`config.mk`:
```
export PLATFORM = sky130hd
export DESIGN_NAME = sar_conversion_control
export DESIGN_NICKNAME = d
export VERILOG_FILES = /design/src/rtl/sar_pkg.sv /design/src/rtl/sar_if.sv /design/src/rtl/sar_conversion_control.sv /design/src/rtl/sar_register.sv
export SDC_FILE = /design/constraint.sdc
export NUM_CORES = 1
export LEC_CHECK = 0
export BUFFER_PORTS_ARGS = -buffer_cell sky130_fd_sc_hd__buf_2
export CAP_MARGIN = 10
export CORE_MARGIN = 2
export CORE_UTILIZATION = 58
export DETAILED_ROUTE_END_ITERATION = 10
export PLACE_DENSITY_LB_ADDON = 0.1
export SLEW_MARGIN = 20
export SYNTH_ARGS = -nofsm -noshare
export SYNTH_HDL_FRONTEND = slang
export SYNTH_SLANG_ARGS = --single-unit
export TNS_END_PERCENT = 50
```
`constraint.sdc`:
```
create_clock -name clk -period 3.04 [get_ports clk]
set_input_delay 0.456 -clock clk [delete_from_list [all_inputs] [get_ports clk]]
set_output_delay 0.456 -clock clk [all_outputs]
set_load 0.01 [all_outputs]
```
`src/rtl/sar_pkg.sv`:
```
// Constants, timing figures and state type for the conversion control.
// Assumes a single 40 MHz clock; nothing here holds logic.
package sar_pkg;

  localparam int RES_BITS = 18;

  localparam logic [17:0] CODE_POS_MAX = 18'h1FFFF;
  localparam logic [17:0] CODE_NEG_MIN = 18'h20000;
  localparam logic [17:0] CODE_MID     = 18'h00000;
  localparam logic [17:0] RESULT_RESET = 18'h00000;

  localparam int CLK_PERIOD_NS = 25;

  // Shortest sample period of each variant, in nanoseconds.
  localparam int FAST_PERIOD_NS = 2000;
  localparam int SLOW_PERIOD_NS = 10000;
  localparam int FAST_RATE_SPS  = 500_000;
  localparam int SLOW_RATE_SPS  = 100_000;

  // Shortest periods round down to whole clock cycles.
  localparam int FAST_PERIOD_CYC = FAST_PERIOD_NS / CLK_PERIOD_NS;
  localparam int SLOW_PERIOD_CYC = SLOW_PERIOD_NS / CLK_PERIOD_NS;

  // Internal conversion clock divide ratio and its sequence length.
  localparam int CONV_DIV    = 3;
  localparam int SETUP_TICKS = 2;

  // Pin positions in the synchroniser vector.
  localparam int PIN_TRIG  = 0;
  localparam int PIN_MODE  = 1;
  localparam int PIN_SCLK  = 2;
  localparam int PIN_CMP   = 3;
  localparam int PIN_OVER  = 4;
  localparam int PIN_UNDER = 5;
  localparam int PIN_COUNT = 6;

  typedef enum {
    ST_ACQUIRE,
    ST_OPEN_SW,
    ST_ARRAY_GND,
    ST_DECIDE,
    ST_FINISH
  } phase_t;

endpackage

```
`src/rtl/sar_if.sv`:
```
// Carrier between the sequencer and the approximation register.
// Assumes both ends sit on the same clock.
`timescale 1ns/1ps
interface sar_if #(
  parameter int W = 18
);
  logic         start;
  logic         step;
  logic         cmp;
  logic         done;
  logic [W-1:0] trial;
  logic [W-1:0] code;

  modport ctrl (output start, output step, output cmp,
                input done, input trial, input code);
  modport sar  (input start, input step, input cmp,
                output done, output trial, output code);
endinterface

```
`src/rtl/sar_conversion_control.sv`:
```
// Conversion sequencer, result register and serial readout of the converter.
// Assumes pins arrive asynchronously and the comparator output is a pin.
//
// Function
// - Trigger rising edge ends acquisition and starts a conversion.
// - Open input ground switches first, then move both arrays to ground.
// - Convert the differential sample held when acquisition ended.
// - Eighteen decisions from the MSB, weights halving down to one LSB.
// - After the last decision, return to acquisition and form the code.
// - Internal conversion clock times conversion; serial clock unused.
// - The result belongs to the conversion just finished, no latency.
// - Fast variant sustains 500k, slow 100k conversions per second.
// - Power down automatically between conversions.
// - Results are 18-bit two's-complement codes around midscale zero.
// - Overrange input saturates at the positive maximum code.
// - Underrange input saturates at the most negative code.
// - Latch the mode input at trigger rise: low chain, high select.
// - Readout gives MSB first, next bits on serial clock falling edges.
`timescale 1ns/1ps
module sar_conversion_control #(
  parameter int W         = 18,
  parameter int DIV       = sar_pkg::CONV_DIV,
  parameter bit FAST_PART = 1'b1
) (
  input  wire logic         clk,
  input  wire logic         nrst,
  input  wire logic         conversion_trigger,
  input  wire logic         mode_select_chain_input,
  input  wire logic         sclk,
  input  wire logic         comparator_out,
  input  wire logic         overrange_detect,
  input  wire logic         underrange_detect,
  output logic              positive_input_ground_switch,
  output logic              negative_input_ground_switch,
  output logic              array_to_ground,
  output logic [W-1:0]      dac_trial,
  output logic              converting,
  output logic              powered_down,
  output logic              chain_mode,
  output logic [W-1:0]      result_code,
  output logic              result_ready,
  output logic              serial_result_output,
  output logic              serial_result_oe_n
);

  localparam int PERIOD_CYC = FAST_PART ? sar_pkg::FAST_PERIOD_CYC
                                        : sar_pkg::SLOW_PERIOD_CYC;
  localparam int CONV_CYC   = (sar_pkg::SETUP_TICKS + W + 1) * DIV + 2;
  localparam int CNT_W      = $clog2(W + 1);
  localparam int DIV_W      = $clog2(DIV + 1);
  localparam int CONV_BOUND = 80;

  localparam logic [CNT_W-1:0] BITS_OUT = CNT_W'(W);
  localparam logic [DIV_W-1:0] DIV_LAST = DIV_W'(DIV - 1);

  initial begin
    if (W != sar_pkg::RES_BITS) $error("Resolution must be 18 bits.");
    // Each decision waits for the comparator to cross both sync flops.
    if (DIV < 3) $error("Divide ratio must cover the comparator flops.");
    if (CONV_CYC > PERIOD_CYC) $error("Conversion too slow for rate.");
    if (CONV_CYC > CONV_BOUND) $error("Conversion exceeds checked bound.");
  end

  sar_if #(.W(W)) sbus ();

  sar_register #(.W(W)) u_sar (
    .clk  (clk),
    .nrst (nrst),
    .bus  (sbus)
  );

  // Two-flop synchronisers for all pin inputs.
  logic [sar_pkg::PIN_COUNT-1:0] pins_meta;
  logic [sar_pkg::PIN_COUNT-1:0] pins_sync;
  logic [sar_pkg::PIN_COUNT-1:0] pins_raw;

  assign pins_raw = {underrange_detect, overrange_detect, comparator_out,
                     sclk, mode_select_chain_input, conversion_trigger};

  always_ff @(posedge clk) begin
    if (!nrst) begin
      pins_meta <= '0;
      pins_sync <= '0;
    end else begin
      pins_meta <= pins_raw;
      pins_sync <= pins_meta;
    end
  end

  logic trig_prev;
  logic sclk_prev;
  logic trig_s;
  logic mode_s;
  logic sclk_s;
  logic trig_rise;
  logic sclk_fall;

  assign trig_s    = pins_sync[sar_pkg::PIN_TRIG];
  assign mode_s    = pins_sync[sar_pkg::PIN_MODE];
  assign sclk_s    = pins_sync[sar_pkg::PIN_SCLK];
  assign trig_rise = trig_s & ~trig_prev;
  assign sclk_fall = ~sclk_s & sclk_prev;

  always_ff @(posedge clk) begin
    if (!nrst) begin
      trig_prev <= 1'b0;
      sclk_prev <= 1'b0;
    end else begin
      trig_prev <= trig_s;
      sclk_prev <= sclk_s;
    end
  end

  // Internal conversion clock: one tick every DIV cycles while converting.
  sar_pkg::phase_t   phase;
  sar_pkg::phase_t   next_phase;
  logic [DIV_W-1:0]  div_cnt;
  logic              tick;
  logic              acquiring;
  logic              start_conv;

  assign acquiring  = (phase == sar_pkg::ST_ACQUIRE);
  assign start_conv = acquiring & trig_rise;
  assign tick       = !acquiring && div_cnt == DIV_LAST;

  always_ff @(posedge clk) begin
    if (!nrst || acquiring) begin
      div_cnt <= '0;
    end else begin
      div_cnt <= tick ? '0 : div_cnt + 1'b1;
    end
  end

  always_comb begin
    next_phase = phase;
    unique case (phase)
      sar_pkg::ST_ACQUIRE:   if (start_conv) next_phase = sar_pkg::ST_OPEN_SW;
      sar_pkg::ST_OPEN_SW:   if (tick) next_phase = sar_pkg::ST_ARRAY_GND;
      sar_pkg::ST_ARRAY_GND: if (tick) next_phase = sar_pkg::ST_DECIDE;
      sar_pkg::ST_DECIDE:    if (sbus.done) next_phase = sar_pkg::ST_FINISH;
      sar_pkg::ST_FINISH:    next_phase = sar_pkg::ST_ACQUIRE;
    endcase
  end

  always_ff @(posedge clk) begin
    if (!nrst) begin
      phase <= sar_pkg::ST_ACQUIRE;
    end else begin
      phase <= next_phase;
    end
  end

  // Switch control, power state and latched mode.
  logic over_held;
  logic under_held;

  always_ff @(posedge clk) begin
    if (!nrst) begin
      positive_input_ground_switch <= 1'b1;
      negative_input_ground_switch <= 1'b1;
      array_to_ground              <= 1'b0;
      converting                   <= 1'b0;
      powered_down                 <= 1'b1;
      chain_mode                   <= 1'b0;
      over_held                    <= 1'b0;
      under_held                   <= 1'b0;
    end else begin
      if (start_conv) begin
        positive_input_ground_switch <= 1'b0;
        negative_input_ground_switch <= 1'b0;
        converting                   <= 1'b1;
        powered_down                 <= 1'b0;
        chain_mode                   <= ~mode_s;
      end
      if (phase == sar_pkg::ST_OPEN_SW && tick) begin
        array_to_ground <= 1'b1;
        over_held       <= pins_sync[sar_pkg::PIN_OVER];
        under_held      <= pins_sync[sar_pkg::PIN_UNDER];
      end
      if (phase == sar_pkg::ST_FINISH) begin
        positive_input_ground_switch <= 1'b1;
        negative_input_ground_switch <= 1'b1;
        array_to_ground              <= 1'b0;
        converting                   <= 1'b0;
        powered_down                 <= 1'b1;
      end
    end
  end

  // Drive of the approximation register.
  assign sbus.start = phase == sar_pkg::ST_ARRAY_GND && tick;
  assign sbus.step  = phase == sar_pkg::ST_DECIDE && tick;
  assign sbus.cmp   = pins_sync[sar_pkg::PIN_CMP];
  assign dac_trial  = sbus.trial;

  // Result register with saturation on out-of-range samples.
  logic [W-1:0] clamped_code;

  assign clamped_code = over_held  ? sar_pkg::CODE_POS_MAX
                      : under_held ? sar_pkg::CODE_NEG_MIN
                      : sbus.code;

  always_ff @(posedge clk) begin
    if (!nrst) begin
      result_code  <= sar_pkg::RESULT_RESET;
      result_ready <= 1'b0;
    end else begin
      result_ready <= phase == sar_pkg::ST_FINISH;
      if (phase == sar_pkg::ST_FINISH) begin
        result_code <= clamped_code;
      end
    end
  end

  // Serial readout, only during acquisition after the result is ready.
  logic [W-1:0]     shifter;
  logic [CNT_W-1:0] bits_sent;
  logic             read_enable;
  logic             shifting;

  assign read_enable = acquiring && !result_ready &&
                       (chain_mode ? trig_s : (!trig_s || !mode_s));
  assign shifting    = read_enable && sclk_fall && bits_sent != BITS_OUT;

  always_ff @(posedge clk) begin
    if (!nrst) begin
      shifter   <= sar_pkg::RESULT_RESET;
      bits_sent <= '0;
    end else if (phase == sar_pkg::ST_FINISH) begin
      shifter   <= clamped_code;
      bits_sent <= '0;
    end else if (shifting) begin
      shifter   <= {shifter[W-2:0], chain_mode & mode_s};
      bits_sent <= bits_sent + 1'b1;
    end
  end

  always_ff @(posedge clk) begin
    if (!nrst) begin
      serial_result_output <= 1'b0;
      serial_result_oe_n   <= 1'b1;
    end else begin
      serial_result_output <= shifting ? shifter[W-2] : shifter[W-1];
      serial_result_oe_n   <= !(read_enable &&
                               (bits_sent + CNT_W'(shifting)) != BITS_OUT);
    end
  end
endmodule

```
`src/rtl/sar_register.sv`:
```
// Successive-approximation register: trial weights and decisions.
// Assumes one step pulse per conversion clock tick, cmp valid with it.
`timescale 1ns/1ps
module sar_register #(
  parameter int W = 18
) (
  input  wire logic clk,
  input  wire logic nrst,
  sar_if.sar        bus
);

  logic [W-1:0] mask;
  logic [W-1:0] next_trial;
  logic         last_bit;

  initial begin
    if (W < 2) $error("Resolution too small.");
  end

  assign last_bit   = mask[0];
  assign next_trial = (bus.cmp ? bus.trial : bus.trial & ~mask)
                      | (mask >> 1);

  always_ff @(posedge clk) begin
    if (!nrst) begin
      bus.trial <= '0;
      mask      <= '0;
      bus.done  <= 1'b0;
      bus.code  <= '0;
    end else begin
      bus.done <= 1'b0;
      if (bus.start) begin
        bus.trial <= {1'b1, {(W-1){1'b0}}};
        mask      <= {1'b1, {(W-1){1'b0}}};
      end else if (bus.step && mask != '0) begin
        bus.trial <= next_trial;
        mask      <= mask >> 1;
        if (last_bit) begin
          bus.done <= 1'b1;
          bus.code <= {~next_trial[W-1], next_trial[W-2:0]};
        end
      end
    end
  end
endmodule

```
After elaboration in Yosys (flattened, before gate mapping)
Cells that the tools add are included.
Storage, ports and cells
  register bits after elaboration: 153
  input port bits: 8
  output and inout port bits: 45
  word-level logic and storage cells: 102
Cells by class
  add/subtract/negate cells: 3
  eq/ne operators: 15
  mux-type cells: 17
  bitwise logic cells: 14
  reduce and logical (&&, ||, !) cells: 29
Operators with widths (number)
  $mux W18: 9
  $pmux W32 S5: 1
  $mux W32: 4
  $eq A32 B2 Y1 const B: 3
  $eq A32 B3 Y1 const B: 3
  $logic_not A32 Y1: 2
  $eq A32 B1 Y1 const B: 1
  $eq A32 B4 Y1 const B: 1
  $and A18 B18 Y18: 1
  $not A18 Y18: 1
  $or A18 B17 Y18: 1
  $reduce_bool A18 Y1: 1
  $logic_and A1 B1 Y1: 10
  $ne A5 B5 Y1 const B: 2
  $not A1 Y1: 7
  $logic_not A1 Y1: 6
  $ne A2 B2 Y1 const B: 3
  $reduce_or A2 Y1: 3
  $add A5 B1 Y5: 1
  $add A5 B1 Y5 const B: 1
  $and A1 B1 Y1: 4
  $reduce_and A4 Y1: 1
  $reduce_bool A2 Y1: 2
  $mux W1: 3
  other kinds (6): 7

Longest topological paths before layout
Gate-level depths: netlist of run 1.
  word-level depth: 10
  gate-level depth with buffers: 12
  depth with buffers taken out: 12

Cells and area by module
Synthesis of run 1 repeated with hierarchy kept, for this count alone.
Unflattened totals
  cells, all modules: 513
  area total of the unflattened synthesis: 4986.0 µm²
By module, submodules not included
  sar_conversion_control: times used 1, cells an instance 300, area an instance 2756.4 µm², seq. area each 1381.3 µm²
  sar_register: times used 1, cells an instance 213, area an instance 2229.6 µm², seq. area each 1101.1 µm²

Least setup slack after synthesis of run 1
No wires, ideal clock.
  path kind: register to register
  from: register bits_sent[0]
  to: register serial_result_oe_n
  setup time: 79 ps
  arrival: 2118 ps
  required time: 2961 ps
  setup slack: 843 ps
  cell stages (with the launch flop): 13
  path buffers: 0
  clock period less this slack: 2197 ps
  cell sequence: dfxtp_1 inv_1 ha_1 nor4bb_1 nor3b_1 nand2_2 inv_1 ha_1 ha_1 nand3b_1 o21ai_0 a21oi_1 o211ai_1
Between the ends
  longest elaborated chain between the ends: 6
RTL lines
  from (decl): line sar_conversion_control.sv:217  | logic [CNT_W-1:0] bits_sent;
  from (signal assigned): line sar_conversion_control.sv:234  | bits_sent <= bits_sent + 1'b1;
  $ne A5 B5 Y1: line sar_conversion_control.sv:223  | assign shifting = read_enable && sclk_fall && bits_sent != BITS_OUT;
  $logic_and A1 B1 Y1: line sar_conversion_control.sv:223
  $add A5 B1 Y5 *: line sar_conversion_control.sv:245  | (bits_sent + CNT_W'(shifting)) != BITS_OUT);
  $ne A5 B5 Y1 *: line sar_conversion_control.sv:245
  $logic_and A1 B1 Y1 *: line sar_conversion_control.sv:244  | serial_result_oe_n <= !(read_enable &&
  $logic_not A1 Y1 *: line sar_conversion_control.sv:244
  to (signal assigned): line sar_conversion_control.sv:244
  to (decl): line sar_conversion_control.sv:43  | output logic serial_result_oe_n
Every way passes the cells marked *; elsewhere a longest branch is shown, timed or not.
A chain may end at the register's enable or synchronous reset.

Final worst setup path of run 1
Same ends and word-level chain as after synthesis.

==> impl_metrics.yaml, run 1 <==
clocking:
  cts_tree: "yes"
  clock_sinks: 124
  cts_max_path_buffers: 2
  htreeDepth: 4
  clk_latency_ns: 0.51
  cts-root-buf: "clkbuf_8"
  postCtsSetupRepairBufs: 0
  numCtsBuffers: 17
  hold_buffers: 0
  clkTransAtPathRegs_ns: 0.06
  cts_resized: 0
place:
  io_buffers: 52
  place.gp.congestion: 0.8145
  dp_hpwl_um: 7182
  dp_cells: 689
critical_path:
  crit_chain: "inv_1, ha_1, nor4bb_1, nor3b_1, nand2_2, inv_1, ha_1, ha_1, nand3b_1, o21ai_0, a21oi_1, o211ai_1"
  crit_buf_inv: 2
  critPathRequiredTime_ns: 3.47
  path_common_cell: "ha_1"
  worst_path_largest_cell_delay_ns: 0.54
  cp_max_fo: 5
  reg2reg_depth: 12
  end_kind: "register"
  regToRegSetupSlack_ns: 0.58
  cp_slowest_cell: "nor3b_1"
  critPathKind: "register to register"
  path_delay_family: "simple AND/OR/NAND/NOR gates"
  r2r-start: "bits_sent[0]$_SDFFE_PP0N_"
  arrival_ns: 2.89
  start_kind: "register"
  r2r_end: "serial_result_oe_n$_SDFF_PN1_"
sta:
  timing.setup.tns_ns: 0
  worst_hold_slack_ns: 0.1486
  skew_ns: 0.006998
  relSlewSlack_pct: 49.11
  final.period_utilization_pct: 80.96
  fmax_mhz: 406.3
  setup_viol: 0
  rsz0062_at_grt: "false"
  slew_viol_final: 0
  hold_viol: 0
  post-route-min-period_ns: 2.461
  worst_pin_slew_ns: 0.7633
detailed_routing:
  vias_per_cell: 5.631
  drt_iter0_drc: 172
  vias: 4060
  routed_wl_um: 10750
  drc: 0
  wl_per_cell_um: 14.91
  postRouteAntennaNets: 0
  drt_pass1_iterations: 5
power:
  cellLeakagePower_nw: 2.754
  peakVddDrop_mv: 0.3502
  p_per_area_mw_per_mm2: 619.8
run:
  drv_cap: 0
outcome:
  outcome: "completed"
synth:
  synth_warnings: 0
  syn_nets: 573
  async_flop_share_pct: 0
  synth_cells: 560
  syn_area_mm2: 0.005046
  synth_cell_types: 45
  synth_ff_type: "dfxtp_1"
  syn-mean-instance-area_um2: 9.011
  yosysSeqAreaShare_pct: 49.19
  ys_ff_latch: 124
  synth-edff-count: 0
grt:
  grt_max_degree: 37
  grt_pass1_wl_um: 18430
  grt_pass1_vias: 3872
  antenna_found_initial: 0
  track_usage_pct: 23.72
  grt_overflow: 0
die:
  die_x_um: 97.28
  core.rowCount: 34
  io_pins: 53
  die_area_mm2: 0.009462
  core_area_mm2: 0.008593
  initial_utilization_pct: 58.72
  die_h_um: 97.28
worst_hold_path:
  min_path_cells: 2
  hold_class: "input pin to register"
  hold_path_end: "pins_meta[4]$_SDFF_PN0_"
  hold_start: "overrange_detect"
layout:
  fin_nets: 613
  finalNonFillerCells: 721
  syn_to_final_growth_pct: 17.36
  antenna_cells: 0
  drive_gt1_share_pct: 16.48
[Yosys cell counts (13+ instances only)]
cell	n	area [um^2]
dfxtp_1	124	2482
nand2b_1	24	150.1
clkbuf_1	25	93.84
and2_1	17	106.4
a211oi_1	16	120.1
o211ai_1	20	150.1
nor3_1	16	80.08
a21oi_1	32	160.2
nor2b_1	19	118.9
o211a_1	38	380.4
o21ai_0	24	120.1
nand3_1	13	65.06
nand2_1	54	202.7
nor2_1	59	221.5
[per-layer routing]
| layer | track usage (%) | part of all wire (%) | vias to the layer above |
|---|---|---|---|
| met3 | 5.108 | 5.1 | 16 |
| li1 | - | - | 2047 |
| met2 | 38.25 | 48 | 97 |
| met5 | 0 | 0 | - |
| met4 | 9.081 | 1.4 | 0 |
| met1 | 31.43 | 46 | 1900 |
[how the worst max path moves through the flow]
| stage | startpoint | to | slack, ns | cells after the start |
|---|---|---|---|---|
| 5_1_grt | bits_sent[0]$_SDFFE_PP0N_ | serial_result_oe_n$_SDFF_PN1_ | 0.34 | 12 |
| 3_3_place_gp | bits_sent[0]$_SDFFE_PP0N_ | serial_result_oe_n$_SDFF_PN1_ | 0.83 | 11 |
| 2_1_floorplan | bits_sent[0]$_SDFFE_PP0N_ | serial_result_oe_n$_SDFF_PN1_ | 0.84 | 12 |
| 6_report | bits_sent[0]$_SDFFE_PP0N_ | serial_result_oe_n$_SDFF_PN1_ | 0.58 | 12 |
| 4_1_cts | bits_sent[0]$_SDFFE_PP0N_ | serial_result_oe_n$_SDFF_PN1_ | 0.59 | 12 |
| 3_5_place_dp | bits_sent[0]$_SDFFE_PP0N_ | serial_result_oe_n$_SDFF_PN1_ | 0.62 | 12 |
[stage by stage]
stage / cell area (um^2) / setup WS, ns / util, % / power [W]
finish: 5922 / 0.5788 / 68.91 / 0.003671
global route: 5922 / 0.3429 / 68.91 / 0.003793
CTS: 5922 / 0.5910 / 68.91 / 0.003704
detailed placement: 5346 / 0.6208 / 62.22 / 0.001797
global placement: 5346 / 0.8335 / 62.22 / 0.001795
floorplan: 5046 / 0.8431 / - / 0.001767
[cells in the final DEF, fill, tap and decap left out, types with 16 or more instances in the layout]
| cell | count |
|---|---|
| and2_1 | 17 |
| nor3_1 | 16 |
| o211a_1 | 38 |
| a21oi_1 | 32 |
| nor2_1 | 59 |
| nor2b_1 | 19 |
| o21ai_0 | 24 |
| a211oi_1 | 16 |
| nand2b_1 | 24 |
| nand2_1 | 54 |
| dfxtp_1 | 124 |
| clkbuf_16 | 16 |
| o211ai_1 | 20 |
| buf_2 | 52 |
[cell families after synthesis]
logic type | synth area share [%]
compound gates | 20.98
xor+xnor | 0.1736
fa+ha+maj | 1.240
buf+inv | 4.017
flops | 49.19
mux | 1.785
simple gates | 22.61
[state kept, by name, indices dropped and copies added, names as in the netlist, 3 cells and up]
signal / flops
pins_meta: 6
u_sar.bus.code: 18
pins_sync: 6
bits_sent: 5
u_sar.bus.trial: 18
phase: 3
result_code: 18
u_sar.mask: 18
shifter: 18
[layout make-up]
| type | count | area [um^2] |
|---|---|---|
| Multi-Input combinational cell | 388 | 2367 |
| Tap cell | 108 | 135.1 |
| Clock inverter | 14 | 147.6 |
| Fill cell | 730 | 2671 |
| Sequential cell | 124 | 2482 |
| Clock buffer | 18 | 427.9 |
| Inverter | 7 | 26.28 |
| Timing Repair Buffer | 62 | 335.3 |
[power breakdown]
part,switching (W),internal [W]
logic,0.0000639,0.0000385
registers,0.0000148,0.00165
clock network,0.000723,0.00118
total,0.000802,0.00287
[worst reg2reg max path: stages, from the launching register on]
cell and delay (ns):
dfxtp_1 0.39, inv_1 0.08, ha_1 0.18, nor4bb_1 0.14
nor3b_1 0.54, nand2_2 0.13, inv_1 0.11, ha_1 0.18
ha_1 0.19, nand3b_1 0.08, o21ai_0 0.09, a21oi_1 0.10
o211ai_1 0.18
Power figures use the tool's default switching activity.
==> inputs of run 2 (changes only) <==
--- a/config.mk
+++ b/config.mk
@@ -5,10 +5,11 @@
 export SDC_FILE = /design/constraint.sdc
 export NUM_CORES = 1
 export LEC_CHECK = 0
+export ABC_AREA = 1
 export BUFFER_PORTS_ARGS = -buffer_cell sky130_fd_sc_hd__buf_2
 export CAP_MARGIN = 10
 export CORE_MARGIN = 2
-export CORE_UTILIZATION = 58
+export CORE_UTILIZATION = 53
 export DETAILED_ROUTE_END_ITERATION = 10
 export PLACE_DENSITY_LB_ADDON = 0.1
 export SLEW_MARGIN = 20
==> constraint.sdc (replaced) <==
create_clock -name clk -period 2.1 [get_ports clk]
set_input_delay 0.315 -clock clk [delete_from_list [all_inputs] [get_ports clk]]
set_output_delay 0.315 -clock clk [all_outputs]
set_load 0.01 [all_outputs]
==> run 2 against run 1 <==
Against the previous run:
- synthesized cell count up 41%
- setup slack worse by 0.38 ns
- utilization down 2.8 points
- sequential power up 49%
- register-to-register slack worse by 0.38 ns
- power up 71%
- via count up 17%
- design area up 9.5%
- worst hold slack worse by 0.034 ns
- die area up 16%
- combinational power rose to 5.4 times the previous value
==> impl_metrics.yaml, run 2 <==
detailed_routing:
  drt_iter0_drc: 191
  vias: 4770
  wl_per_cell_um: 11.65
  drt_pass1_iterations: 4
  postRouteAntennaNets: 0
  drc: 0
  routed_wl_um: 11500
  vias_per_cell: 4.833
synth:
  synth_top_area_share_pct: 46.12
  synth_area_leaders: "dfxtp_1 46%, nand2_1 14%, nor2_1 9.4%, inv_1 7.2%, o21ai_0 7.2%"
  synth_cells: 791
  synth_most_common_cell: "nand2_1"
  yosysSeqAreaShare_pct: 46.12
  synth-edff-count: 0
  synth_ff_type: "dfxtp_1"
  synth_cell_types: 28
  synth_warnings: 0
  syn_area_mm2: 0.005383
  synth_largest_area_cell: "dfxtp_1"
  syn_nets: 804
  ys_ff_latch: 124
  syn-mean-instance-area_um2: 6.805
  synth_common_cells: "200 x nand2_1, 135 x nor2_1, 124 x dfxtp_1"
  async_flop_share_pct: 0
sta:
  skew_ns: 0.008182
  hold_viol: 0
  finalWorstSetupSlack_ns: 0.1990
  setup_viol: 0
  slew_viol_final: 0
  relSlewSlack_pct: 61.60
  worst_pin_slew_ns: 0.5746
  final.period_utilization_pct: 90.52
  fmax_mhz: 526.0
  post-route-min-period_ns: 1.901
die:
  core.rowCount: 36
  die_x_um: 104.8
  die_area_mm2: 0.01098
  die_h_um: 104.8
  core_area_mm2: 0.009819
  initial_utilization_pct: 54.82
  io_pins: 53
layout:
  stdcell_area_mm2: 0.006487
  layout_common_cells: "200 x nand2_1, 135 x nor2_1, 122 x dfxtp_1"
  fin_nets: 854
  finalNonFillerCells: 987
  antenna_cells: 0
  drive_gt1_share_pct: 13.93
  layout_commonest_cell: "nand2_1"
  utilization_pct: 66.07
  syn_to_final_growth_pct: 20.53
critical_path:
  r2r-start: "phase[1]$_SDFFE_PN0P_"
  end_kind: "register"
  critPathKind: "register to register"
  arrival_ns: 2.37
  start_kind: "register"
  cp_max_fo: 6
  regToRegSetupSlack_ns: 0.20
  reg2reg_depth: 12
  critPathRequiredTime_ns: 2.57
  r2r_end: "serial_result_oe_n$_SDFF_PN1_"
clocking:
  cts-root-buf: "clkbuf_8"
  numCtsBuffers: 17
  cts_max_path_buffers: 2
  clock_sinks: 124
  htreeDepth: 4
  cts_tree: "yes"
  clkTransAtPathRegs_ns: 0.06
  clk_latency_ns: 0.52
power:
  cellLeakagePower_nw: 2.959
  p_sw_share_pct: 23.29
  share_comb_of_total_power_pct: 8.7
  seqPwrFrac_pct: 39.3
  p_switching_w: 0.001466
  peakVddDrop_mv: 0.5685
  p_total_w: 0.006295
  p_per_area_mw_per_mm2: 970.3
  clkPwrFrac_pct: 52.0
  p_int_w: 0.004828
place:
  dpl_cell_area_mm2: 0.005728
  io_buffers: 52
  place.gp.congestion: 0.7787
  place_ws_ns: 0.07508
  dp_hpwl_um: 7662
  dp_cells: 949
grt:
  antenna_found_initial: 0
  grt_pass1_wl_um: 19890
  grt_pass1_vias: 4423
  grt_overflow: 0
  grt_max_degree: 35
  track_usage_pct: 22.00
worst_hold_path:
  hold_path_end: "shifter[0]$_SDFFE_PN0P_"
  min_path_cells: 3
  hold_start: "nrst"
  hold_class: "input pin to register"
run:
  drv_cap: 0
outcome:
  outcome: "completed"
## run 2: layout make-up
cell class	count	area (um^2)
fill	913	3332
tap	133	166.4
clock inverter	14	239.0
sequential	124	2485
clock buffer	18	427.9
inverter	107	404.1
timing repair buffer	75	447.9
multi-input combinational	516	2317
## run 2: kinds of logic after synthesis
kind of cell,count (synthesis),synth area share [%]
AND/OR/NAND/NOR,398,30.15
buffers and inverters,151,11.48
XOR/XNOR,5,0.8137
AO/OA/AOI/OAI,108,10.27
flip-flops,124,46.12
adder cells (fa/ha/maj),5,1.162
## run 2: worst max path at each step
stage | slack [ns] | to | startpoint
3_5_place_dp | 0.08 | serial_result_oe_n$_SDFF_PN1_ | bits_sent[0]$_SDFFE_PP0N_
6_report | 0.20 | serial_result_oe_n$_SDFF_PN1_ | phase[1]$_SDFFE_PN0P_
5_1_grt | -0.009 | serial_result_oe_n$_SDFF_PN1_ | bits_sent[0]$_SDFFE_PP0N_
2_1_floorplan | 0.15 | serial_result_oe_n$_SDFF_PN1_ | bits_sent[0]$_SDFFE_PP0N_
4_1_cts | 0.04 | serial_result_oe_n$_SDFF_PN1_ | bits_sent[0]$_SDFFE_PP0N_
3_3_place_gp | 0.23 | serial_result_oe_n$_SDFF_PN1_ | bits_sent[0]$_SDFFE_PP0N_
## run 2: what timing repair did
action / CTS / global route
setup endpoints to repair: 0 / 1
hold endpoints to repair: 6 / 0
resized for setup: 0 / 10
hold buffers: 6 / 0
setup buffers: 0 / 0
## run 2: critical path, cell delays in order (launching register included)
cell	delay [ns]
dfxtp_1	0.36
inv_2	0.10
nand3_1	0.16
nor2_4	0.18
nand2_2	0.09
inv_4	0.09
ha_2	0.18
ha_1	0.18
xnor2_1	0.12
o21ai_1	0.10
nor3_2	0.17
nand2_1	0.06
nand3_1	0.06
## run 2: power groups by stage
| stage | logic [W] | registers (W) | clock network, W |
|---|---|---|---|
| final | 0.000549 | 0.00247 | 0.00328 |
| after detailed placement | 0.000515 | 0.00252 | 0 |
| after global routing | 0.000622 | 0.00248 | 0.00344 |
| after floorplan | 0.000378 | 0.00252 | 0 |
| after CTS | 0.000530 | 0.00247 | 0.00333 |
| after global placement | 0.000491 | 0.00252 | 0 |
## run 2: layer usage
metal | global-route usage (%) | wire length, um | vias to the layer above
met3 | 5.926 | 464 | 13
met4 | 7.333 | 108 | 0
li1 | - | - | 2544
met2 | 35.44 | 5403 | 99
met5 | 0 | 0 | -
met1 | 28.57 | 5525 | 2114
## run 2: per-stage QoR
step / hold WS (ns) / TNS [ns]
2_1_floorplan: 0.3905 / 0
3_3_place_gp: 0.3938 / 0
3_5_place_dp: 0.3991 / 0
4_1_cts: 0.09003 / 0
5_1_grt: 0.1092 / -0.009413
6_report: 0.1150 / 0
==> inputs of run 3 (changes only) <==
--- a/config.mk
+++ b/config.mk
@@ -15,5 +15,6 @@
 export SLEW_MARGIN = 20
 export SYNTH_ARGS = -nofsm -noshare
 export SYNTH_HDL_FRONTEND = slang
+export SYNTH_HIERARCHICAL = 1
 export SYNTH_SLANG_ARGS = --single-unit
 export TNS_END_PERCENT = 50
==> run 3 against run 2 <==
Against the previous run:
- synthesized area increased by 4.0%
- register-to-register slack got worse by 0.04 ns
- fmax decreased by 2.1%
- first-iteration DRC count increased by 4.2%
- setup slack got worse by 0.042 ns
- via count increased by 1.9%
- final cell count increased by 3.6%
- routed wire length increased by 0.21%
- power decreased by 1.2%
- non-clock buffer count decreased by 2
- utilization decreased by 1.7 points
- worst hold slack improved by 0.091 ns
- largest power group unchanged
- highest routed layer unchanged
==> impl_metrics.yaml, run 3 <==
grt:
  grt_max_degree: 51
  track_usage_pct: 21.37
  antenna_found_initial: 0
  grt_overflow: 0
  grt_pass1_wl_um: 19760
  grt_pass1_vias: 4422
clocking:
  cts_tree: "yes"
  clkTransAtPathRegs_ns: 0.06
  postCtsSetupRepairBufs: 0
  clk_latency_ns: 0.52
  clock_sinks: 124
  numCtsBuffers: 17
  cts-root-buf: "clkbuf_8"
  cts_max_path_buffers: 2
  htreeDepth: 4
synth:
  async_flop_share_pct: 0
  synth_area_leaders: "dfxtp_1 44%, nand2_1 17%, nor2_1 11%, inv_1 5.8%, a21oi_1 3.9%"
  synth_cells: 822
  synth_ff_type: "dfxtp_1"
  synth_most_common_cell: "nand2_1"
  synth_cell_types: 37
  syn_area_mm2: 0.005595
  synth_warnings: 6
  yosysSeqAreaShare_pct: 44.36
  syn-mean-instance-area_um2: 6.807
  synth-edff-count: 0
  synth_common_cells: "258 x nand2_1, 158 x nor2_1, 124 x dfxtp_1"
  syn_nets: 835
  synth_largest_area_cell: "dfxtp_1"
  synth_top_area_share_pct: 44.36
  ys_ff_latch: 124
sta:
  hold_viol: 0
  slew_viol_final: 0
  timing.setup.tns_ns: 0
  skew_ns: 0.006595
  rsz0062_at_grt: "false"
  fmax_mhz: 514.8
  worst_pin_slew_ns: 0.4267
  final.period_utilization_pct: 92.50
  setup_viol: 0
  relSlewSlack_pct: 71.38
  post-route-min-period_ns: 1.943
  worst_hold_slack_ns: 0.2059
critical_path:
  start_kind: "register"
  cp_slowest_cell: "dfxtp_2"
  reg2reg_depth: 14
  end_kind: "register"
  path_delay_family: "simple AND/OR/NAND/NOR gates"
  critPathKind: "register to register"
  critPathRequiredTime_ns: 2.50
  cp_max_fo: 7
  crit_buf_inv: 3
  arrival_ns: 2.35
  r2r_end: "serial_result_oe_n$_SDFF_PN1_"
  crit_chain: "inv_1, ha_1, nand2_1, inv_1, nand2_2, and2_4, nand2_8, inv_4, ha_4, ha_2, nand3_1, xor2_1, nand4_1, nand3_1"
  r2r-start: "bits_sent[0]$_SDFFE_PP0N_"
  worst_path_largest_cell_delay_ns: 0.33
  regToRegSetupSlack_ns: 0.16
power:
  p_per_area_mw_per_mm2: 940.2
  peakVddDrop_mv: 0.4563
  cellLeakagePower_nw: 3.087
layout:
  stdcell_area_mm2: 0.006618
  drive_gt1_share_pct: 14.54
  antenna_cells: 0
  fin_nets: 887
  layout_commonest_cell: "nand2_1"
  fillers: 953
  layout_common_cells: "258 x nand2_1, 158 x nor2_1, 123 x dfxtp_1"
  syn_to_final_growth_pct: 18.27
  finalNonFillerCells: 1023
  utilization_pct: 64.39
die:
  io_pins: 53
  die_h_um: 106.8
  core_area_mm2: 0.01028
  initial_utilization_pct: 54.44
  die_x_um: 106.8
  die_area_mm2: 0.01140
  core.rowCount: 37
place:
  dp_cells: 985
  dpl_cell_area_mm2: 0.005901
  dp_hpwl_um: 7910
  place.gp.congestion: 0.8187
  io_buffers: 52
detailed_routing:
  drt_pass1_iterations: 4
  drt_iter0_drc: 199
  drc: 0
  vias: 4863
  wl_per_cell_um: 11.27
  vias_per_cell: 4.754
  routed_wl_um: 11530
  postRouteAntennaNets: 0
worst_hold_path:
  hold_class: "input pin to register"
  min_path_cells: 3
  hold_path_end: "u_sar/bus.done$_SDFF_PP0_"
  hold_start: "nrst"
run:
  drv_cap: 0
outcome:
  outcome: "completed"
[run 3: final cells by class]
type                       count  area (um^2)  share of cell area [%]
clock inverter                12        192.7                   2.912
sequential                   124         2484                   37.53
inverter                      91        346.6                   5.237
tap                          136        170.2                   2.571
timing repair buffer          73        445.4                   6.731
multi-input combinational    567         2534                   38.29
clock buffer                  20        445.4                   6.731
[run 3: logic make-up after synthesis]
kind of cell	Yosys count	share of synthesized area, %
AND/OR/NAND/NOR	487	36.90
buffers and inverters	131	10.62
flip-flops	124	44.36
AO/OA/AOI/OAI	74	6.843
adder cells (fa/ha/maj)	5	1.118
XOR/XNOR	1	0.1566
[run 3: how the worst max path moves through the flow]
| stage | from | endpoint | slack (ns) | cells after the start |
|---|---|---|---|---|
| 3_5_place_dp | bits_sent[0]$_SDFFE_PP0N_ | serial_result_oe_n$_SDFF_PN1_ | 0.05 | 14 |
| 4_1_cts | bits_sent[0]$_SDFFE_PP0N_ | serial_result_oe_n$_SDFF_PN1_ | 0.006 | 14 |
| 5_1_grt | bits_sent[0]$_SDFFE_PP0N_ | serial_result_oe_n$_SDFF_PN1_ | 0.02 | 14 |
| 3_3_place_gp | bits_sent[0]$_SDFFE_PP0N_ | serial_result_oe_n$_SDFF_PN1_ | 0.17 | 14 |
| 6_report | bits_sent[0]$_SDFFE_PP0N_ | serial_result_oe_n$_SDFF_PN1_ | 0.16 | 14 |
| 2_1_floorplan | bits_sent[0]$_SDFFE_PP0N_ | serial_result_oe_n$_SDFF_PN1_ | 0.14 | 14 |
[run 3: what timing repair did]
| action | CTS | global route |
|---|---|---|
| resized for setup | 0 | 6 |
| endpoints found under the setup margin | 0 | 1 |
| hold endpoints to repair | 6 | 0 |
| hold buffers | 6 | 0 |
[run 3: worst min-delay path, delay by kind of cell]
family | cells | cell delay [ns]
buffers and inverters | 2 | 0.25
AND/OR/NAND/NOR | 1 | 0.12
[run 3: report_power, final]
| group | leakage, nW | total, W | switching, W | internal, W |
|---|---|---|---|---|
| Combinational | 1.78 | 0.000623 | 0.000398 | 0.000226 |
| Sequential | 1.00 | 0.00250 | 0.0000633 | 0.00244 |
| Clock | 0.307 | 0.00309 | 0.000996 | 0.00210 |
[run 3: per-layer routing]
layer,vias to the layer above,wire (um),global-route usage (%),part of all wire [%]
li1,2624,-,-,-
met1,2141,5498,27.64,48
met2,86,5488,35.17,48
met3,12,414,5.714,3.6
met4,0,124,6.122,1.1
met5,-,0,0,0
[run 3: stage by stage]
step                setup WS [ns]  power, W
floorplan                  0.1361  0.003044
global placement           0.1741  0.003143
detailed placement        0.04556  0.003163
CTS                      0.005843  0.006276
global route              0.02189  0.006476
finish                     0.1575  0.006222
